<file path="src/logic/mcu_exec_regs.svh">
// Named constants for the subtract, special page and sleep execution logic.
// Assumes inclusion by bare name from the package and the design modules.
`ifndef MCU_EXEC_REGS_SVH
`define MCU_EXEC_REGS_SVH

`define DATA_W          8
`define SEL_W           4
`define PAGE_DEPTH      16
`define PAGE_RST        8'h00
`define WORK_RST        8'h00
`define ZERO_BYTE       8'h00
`define NIB_LSB_W       4
`define SUM_CARRY_BIT   8
`define NIB_CARRY_BIT   4
`define CARRY_RST       1'b0
`define ZERO_RST        1'b0
`define HALF_CARRY_RST  1'b0
`define EXPIRY_N_RST    1'b1
`define HALT_N_RST      1'b1
`define EXPIRY_N_SLEEP  1'b1
`define HALT_N_SLEEP    1'b0

`endif

</file>
<file path="src/logic/mcu_exec_pkg.sv">
// Types shared by the execution logic and its special page file.
// Assumes the constant header is on the include path.
`include "mcu_exec_regs.svh"

package mcu_exec_pkg;

  typedef enum logic [2:0]
  {
    OP_NOP   = 3'h0,
    OP_SBC   = 3'h1,
    OP_SPR   = 3'h2,
    OP_SPW   = 3'h3,
    OP_SLEEP = 3'h4,
    OP_LDW   = 3'h5,
    OP_LDC   = 3'h6
  } op_t;

  typedef enum logic [0:0]
  {
    ST_RUN  = 1'h0,
    ST_HALT = 1'h1
  } state_t;

  typedef logic [`DATA_W-1:0] byte_t;
  typedef logic [`SEL_W-1:0]  sel_t;

endpackage : mcu_exec_pkg

</file>
<file path="src/logic/page_bus_if.sv">
// Carrier between the execution core and its special page file.
// Assumes both ends run on the same single clock.
`timescale 1ns/100ps
`default_nettype none

interface page_bus_if;
  logic                 wr_en;
  mcu_exec_pkg::sel_t   wr_sel;
  mcu_exec_pkg::byte_t  wr_data;
  mcu_exec_pkg::sel_t   rd_sel;
  mcu_exec_pkg::byte_t  rd_data;

  modport core (output wr_en, output wr_sel, output wr_data, output rd_sel, input rd_data);
  modport page (input wr_en, input wr_sel, input wr_data, input rd_sel, output rd_data);
endinterface : page_bus_if

`default_nettype wire

</file>
<file path="src/logic/special_page_file.sv">
// Sixteen byte special page register file with one write and one read port.
// Assumes the core drives the write strobe for one cycle per store.
`timescale 1ns/100ps
`default_nettype none
`include "mcu_exec_regs.svh"

module special_page_file
(
  // Clock and reset
  input  wire logic  i_clk,
  input  wire logic  i_rst,
  // Core side
  page_bus_if.page   bus
);

  mcu_exec_pkg::byte_t special_page_register [`PAGE_DEPTH];

  genvar g;
  generate
    for (g = 0; g < `PAGE_DEPTH; g++)
    begin : g_entry
      wire logic hit;
      assign hit = bus.wr_en && (bus.wr_sel == mcu_exec_pkg::sel_t'(g));
      always_ff @(posedge i_clk or posedge i_rst)
      begin
        if (i_rst)
          special_page_register[g] <= `PAGE_RST;
        else if (hit)
          special_page_register[g] <= bus.wr_data;
      end
    end
  endgenerate

  // Read is combinational so a load completes in the cycle it is issued.
  assign bus.rd_data = special_page_register[bus.rd_sel];

endmodule : special_page_file

`default_nettype wire

</file>
<file path="src/logic/mcu_exec.sv">
// Execution logic for subtract with borrow from immediate, special page
// moves and the sleep instruction of an 8-bit core.
// Assumes one instruction is presented per cycle with i_valid, synchronous
// to i_clk; the watchdog itself lives outside and obeys o_watchdog_clear.
`timescale 1ns/100ps
`default_nettype none
`include "mcu_exec_regs.svh"

module mcu_exec
(
  // Clock and reset
  input  wire logic                 i_clk,
  input  wire logic                 i_rst,
  // Instruction stream
  input  wire logic                 i_valid,
  input  wire mcu_exec_pkg::op_t    i_op,
  input  wire mcu_exec_pkg::byte_t  i_imm,
  input  wire mcu_exec_pkg::sel_t   i_sel,
  // Wake request from outside the block
  input  wire logic                 i_wake,
  // Core state
  output var  mcu_exec_pkg::byte_t  o_working_register,
  output var  logic                 o_carry_flag,
  output var  logic                 o_zero_flag,
  output var  logic                 o_half_carry_flag,
  output var  logic                 o_watchdog_expiry_flag_n,
  output var  logic                 o_halt_entry_flag_n,
  output var  logic                 o_halted,
  // Events
  output var  logic                 o_done,
  output var  logic                 o_watchdog_clear
);

  ////////////////////////////////////////////////////////////////////////////
  // Decode

  mcu_exec_pkg::state_t state;
  mcu_exec_pkg::state_t next_state;

  wire logic accept;
  wire logic is_sbc;
  wire logic is_spr;
  wire logic is_spw;
  wire logic is_sleep;
  wire logic is_ldw;
  wire logic is_ldc;

  // Instructions arriving while halted are dropped, not queued.
  assign accept   = i_valid && (state == mcu_exec_pkg::ST_RUN);
  assign is_sbc   = accept && (i_op == mcu_exec_pkg::OP_SBC);
  assign is_spr   = accept && (i_op == mcu_exec_pkg::OP_SPR);
  assign is_spw   = accept && (i_op == mcu_exec_pkg::OP_SPW);
  assign is_sleep = accept && (i_op == mcu_exec_pkg::OP_SLEEP);
  assign is_ldw   = accept && (i_op == mcu_exec_pkg::OP_LDW);
  assign is_ldc   = accept && (i_op == mcu_exec_pkg::OP_LDC);

  ////////////////////////////////////////////////////////////////////////////
  // Arithmetic

  wire logic [`DATA_W:0]    sbc_sum;
  wire logic [`NIB_LSB_W:0] sbc_nib;
  wire mcu_exec_pkg::byte_t inv_work;

  assign inv_work = ~o_working_register;
  assign sbc_sum  = {1'b0, i_imm} + {1'b0, inv_work}
                  + {{`DATA_W{1'b0}}, o_carry_flag};
  assign sbc_nib  = {1'b0, i_imm[`NIB_LSB_W-1:0]}
                  + {1'b0, inv_work[`NIB_LSB_W-1:0]}
                  + {{`NIB_LSB_W{1'b0}}, o_carry_flag};

  ////////////////////////////////////////////////////////////////////////////
  // Special page file

  page_bus_if page_bus ();

  assign page_bus.wr_en   = is_spw;
  assign page_bus.wr_sel  = i_sel;
  assign page_bus.wr_data = o_working_register;
  assign page_bus.rd_sel  = i_sel;

  special_page_file u_page
  (
    .i_clk (i_clk),
    .i_rst (i_rst),
    .bus   (page_bus.page)
  );

  ////////////////////////////////////////////////////////////////////////////
  // Next values

  mcu_exec_pkg::byte_t next_work;
  logic                next_carry;
  logic                next_zero;
  logic                next_half_carry;

  // Only the subtract writes the carry, zero and half carry flags besides the test load of carry.
  assign next_work       = is_sbc ? sbc_sum[`DATA_W-1:0] :
                           is_spr ? page_bus.rd_data :
                           is_ldw ? i_imm : o_working_register;
  assign next_carry      = is_sbc ? sbc_sum[`SUM_CARRY_BIT] :
                           is_ldc ? i_imm[0] : o_carry_flag;
  assign next_zero       = is_sbc ? (sbc_sum[`DATA_W-1:0] == `ZERO_BYTE)
                                  : o_zero_flag;
  assign next_half_carry = is_sbc ? sbc_nib[`NIB_CARRY_BIT]
                                  : o_half_carry_flag;
  assign next_state      = is_sleep ? mcu_exec_pkg::ST_HALT :
                           (state == mcu_exec_pkg::ST_HALT && i_wake)
                             ? mcu_exec_pkg::ST_RUN : state;

  ////////////////////////////////////////////////////////////////////////////
  // Registers

  always_ff @(posedge i_clk or posedge i_rst)
  begin
    if (i_rst)
    begin
      o_working_register <= `WORK_RST;
      o_carry_flag       <= `CARRY_RST;
      o_zero_flag        <= `ZERO_RST;
      o_half_carry_flag  <= `HALF_CARRY_RST;
    end
    else
    begin
      o_working_register <= next_work;
      o_carry_flag       <= next_carry;
      o_zero_flag        <= next_zero;
      o_half_carry_flag  <= next_half_carry;
    end
  end

  always_ff @(posedge i_clk or posedge i_rst)
  begin
    if (i_rst)
    begin
      state            <= mcu_exec_pkg::ST_RUN;
      o_halted         <= 1'b0;
      o_done           <= 1'b0;
      o_watchdog_clear <= 1'b0;
    end
    else
    begin
      state            <= next_state;
      o_halted         <= (next_state == mcu_exec_pkg::ST_HALT);
      o_done           <= accept;
      o_watchdog_clear <= is_sleep;
    end
  end

  // Both status flags keep their sleep values across wake; only reset
  // restores them, since no other input of this block writes them.
  always_ff @(posedge i_clk or posedge i_rst)
  begin
    if (i_rst)
    begin
      o_watchdog_expiry_flag_n <= `EXPIRY_N_RST;
      o_halt_entry_flag_n      <= `HALT_N_RST;
    end
    else if (is_sleep)
    begin
      o_watchdog_expiry_flag_n <= `EXPIRY_N_SLEEP;
      o_halt_entry_flag_n      <= `HALT_N_SLEEP;
    end
  end
endmodule : mcu_exec

`default_nettype wire

</file>
<file path="config.mk">
export PLATFORM = sky130hd
export DESIGN_NAME = mcu_exec
export DESIGN_NICKNAME = d
export VERILOG_FILES = /design/src/logic/mcu_exec_pkg.sv /design/src/logic/page_bus_if.sv /design/src/logic/special_page_file.sv /design/src/logic/mcu_exec.sv
export VERILOG_INCLUDE_DIRS = /design/src /design/src/logic
export SDC_FILE = /design/constraint.sdc
export NUM_CORES = 1
export LEC_CHECK = 0
export ABC_CLOCK_PERIOD_IN_PS = 7000
export BUFFER_PORTS_ARGS = -buffer_cell sky130_fd_sc_hd__buf_2
export CAP_MARGIN = 20
export CORE_UTILIZATION = 45
export CTS_CLUSTER_SIZE = 40
export DETAILED_ROUTE_END_ITERATION = 10
export SLEW_MARGIN = 10
export SYNTH_ARGS = -nofsm -noshare
export SYNTH_HDL_FRONTEND = slang
export SYNTH_SLANG_ARGS = --single-unit
</file>
<file path="constraint.sdc">
create_clock -name i_clk -period 7 [get_ports i_clk]
set_clock_uncertainty 0.05 [all_clocks]
set_input_delay 2.1 -clock i_clk [delete_from_list [all_inputs] [get_ports i_clk]]
set_output_delay 2.1 -clock i_clk [all_outputs]
set_load 0.05 [all_outputs]
</file>
==> flow_summary_export.csv <==
group,metric,value,unit
synthesis,synth-edff-count,0,
worst_setup_path,crit_fanout,39,
detailed_routing,routedWlPerCell,21.2,µm
cells_and_area,nets,597,
floorplanning,die_y,127,µm
clocking,clk_pin_slew_worst_paths,0.06,ns
synthesis,synth_compound_area_frac,0.0690,
cells_and_area,post-route-cell-area,8000,µm²
pwr,pwr-share-comb,0.189,
cells_and_area,instances_no_fill,794,
timing,setup_viol,0,
pwr,power_frac_seq,0.408,
floorplanning,coreArea,15300,µm²
synthesis,yosys.area_share.adder,0.0180,
placed_design,placed_cells,761,
detailed_routing,drt_wl_total,16900,µm
detailed_routing,vias_per_cell,5.69,
synthesis,synth_xor_area_frac,0.00495,
timing,fin_hold_ws,0.432,ns
job,cap_viol_max_count,0,
pwr,p_total,2.49,mW
timing,fin_crit_sh,0.586,
detailed_routing,drt_iter0_markers,303,
global_route,grt_antenna_before_repair,0,
synthesis,synth.mux.area_fraction,0.269,
clocking,cts.sinks,143,
global_route,grt_overflow,0,
placed_design,place_hpwl,11500,µm
floorplanning,start_util,0.464,
synthesis,ys_ff_latch,143,
timing,timing.fmax,244,MHz
global_route,grt_pass1_wl,27300,µm
synthesis,synth_area_per_cell,13.0,µm²
floorplanning,die_area,16200,µm²
global_route,track_usage,0.231,
worst_setup_path,worstPathArrival,4.36,ns
synthesis,synth_top_family_by_area,"multiplexers",
timing,maxSlewHeadroom,0.303,
worst_setup_path,crit_type,"primary input to register",
synthesis,syn_nets,573,
placed_design,port-buffer-count,33,
detailed_routing,ant_nets,0,
timing,tns,0,ns
global_route,grt_max_degree,109,
detailed_routing,vias,4518,
clocking,post_cts_buffers,0,
timing,final_hold_viol_count,0,
synthesis,synth-async-reset-ratio,1.00,
synthesis,synthCells,545,
pwr,p_sw,0.732,mW
cells_and_area,drive_gt1_frac,0.390,
worst_setup_path,end_kind,"register",
floorplanning,row_count,45,
synthesis,yosysSeqAreaShare,0.506,
timing,fin_crit,4.10,ns
timing,slew_viol_final,0,
clocking,cts.hold.buffers_added,0,
pwr,pwr-share-clk,0.403,
clocking,cts_resized,0,
worst_setup_path,cp_data_required_time,7.26,ns
clocking,clk_latency,0.43,ns
timing,rsz0062_at_grt,"no",
clocking,cts_tree,"done",
floorplanning,die_width,127,µm
placed_design,place_area,7340,µm²
synthesis,synth_warnings,0,
detailed_routing,drc,0,
pwr,p_sw_frac,0.294,
placed_design,gp_congestion,0.923,
synthesis,syn_area,7080,µm²
floorplanning,io_pins,35,
clocking,htree_levels,4,
cells_and_area,syn2layout_area_growth,13.1,%
synthesis,synth_cell_types,56,
pwr,p_per_area,311,nW/µm²
timing,tightest_slew,1.04,ns
clocking,cts_root_buf,"clkbuf_16",
synthesis,synth_ff_type,"dfrtp_1",
worst_setup_path,cp-start-kind,"primary input",
synthesis,synthSimpleGateAreaFrac,0.0957,
hold_path,worstHoldPathType,"register to register",
clocking,cts_buffers,17,
pwr,intPower,1.76,mW
pwr,leakagePower,3.66,nW
clocking,cts_max_path_buffers,2,
global_route,grt_pass1_vias,4762,
run_status,status,"completed",
pwr,worst_ir_drop_vdd,0.211,mV
detailed_routing,dr.pass1.iters,5,
[per-stage QoR]
step	worst slack [ns]	util
floorplan	1.01	-
global placement	2.47	0.481
detailed placement	2.43	0.481
CTS	2.87	0.524
global route	2.72	0.524
finish	2.90	0.524
[sequential cells by signal (all words and copies together) (netlist names)]
register                      count
o_carry_flag                      1
o_done                            1
o_half_carry_flag                 1
o_halt_entry_flag_n               1
o_watchdog_clear                  1
o_working_register                8
o_zero_flag                       1
state                             1
u_page.special_page_register    128
[cells in the final DEF, fill, tap and decap left out, types with 3 or more instances in the layout]
cell type  instances
o211ai_1           4
bufinv_16          5
nor2_2             3
nand2_1           60
mux4_2            33
nor3_1             3
a211oi_1           4
o21ai_2            8
mux2_2            95
clkbuf_8           3
a21oi_1           15
nor2_1            20
nand2b_1           3
o22ai_1            8
or3_1              4
buf_4              4
buf_2             33
clkinv_2           3
o21ai_0           32
nor3_2             6
clkbuf_16         17
xnor2_1            3
ha_1               7
mux2i_1            8
nand3_1            4
dfrtp_1          142
inv_1             14
[synthesized netlist by cell type, types with 3 or more instances]
master	n	area share
xnor2_1	3	0.0037
nor2_1	20	0.011
mux2_2	95	0.15
a211oi_1	4	0.0042
buf_2	9	0.0064
clkbuf_1	10	0.0053
nand2_1	60	0.032
or3_1	4	0.0035
buf_6	5	0.0080
nor3_1	3	0.0021
clkbuf_2	3	0.0021
nand3_1	4	0.0028
a21oi_1	15	0.011
dfrtp_1	142	0.50
o22ai_1	8	0.0071
mux2i_1	8	0.011
nand2b_1	3	0.0027
nor2_2	3	0.0027
ha_1	7	0.012
nor3_2	6	0.0085
inv_1	15	0.0080
o211ai_1	4	0.0042
mux4_2	33	0.11
o21ai_0	32	0.023
o21ai_2	8	0.0099
[layer usage]
layer	GRT usage	wire length [µm]	up-vias
met3	0.0565	776	26
met5	0	0	-
met1	0.317	7700	2357
li1	-	-	2027
met4	0.102	436	0
met2	0.350	7950	108
[cell type report]
class	instances	area (µm²)
diodes	1	2.50
inverters	17	68.8
well taps	211	264
clock inverters	10	181
repair buffers	37	195
fillers	1316	7260
clock buffers	22	474
flip-flops and latches	143	3580
multi-input cells	353	3240
[kinds of logic (layout without fill, tap and decap cells)]
family	Yosys count	in the layout
flops	143	143
mux	137	137
simple gates	122	122
compound gates	80	80
buf+inv	49	86
fa+ha+maj	9	9
xor+xnor	4	4
other cells	1	2
[worst max-delay path, cell delays in order]
cell and delay (ns):
buf_2 0.76, nand2_1 0.34, nor3_2 0.70, mux2_2 0.42
[path summary, 6_finish.rpt]
kind	slack (ns)	cells past startpoint	from	endpoint
setup / recovery	2.90	4	i_sel[1]	u_page.special_page_register[64]
hold / removal	0.43	2	u_page.special_page_register[116]	u_page.special_page_register[116]
setup reg to reg	3.77	10	o_working_register[0]	o_zero_flag
hold reg to reg	0.43	2	u_page.special_page_register[116]	u_page.special_page_register[116]
max in group asynchronous	4.00	3	i_rst	u_page.special_page_register[32]
min in group asynchronous	1.84	2	i_rst	u_page.special_page_register[25]
[power groups by stage]
stage	registers, mW	clock network (mW)	logic (mW)
detailed placement	1.03	0	0.466
global route	1.03	1.06	0.509
finish	1.02	1.00	0.470
floorplan	1.04	0	0.301
CTS	1.01	1.02	0.469
global placement	1.02	0	0.458
No activity file was read; power rests on OpenSTA's default activity.
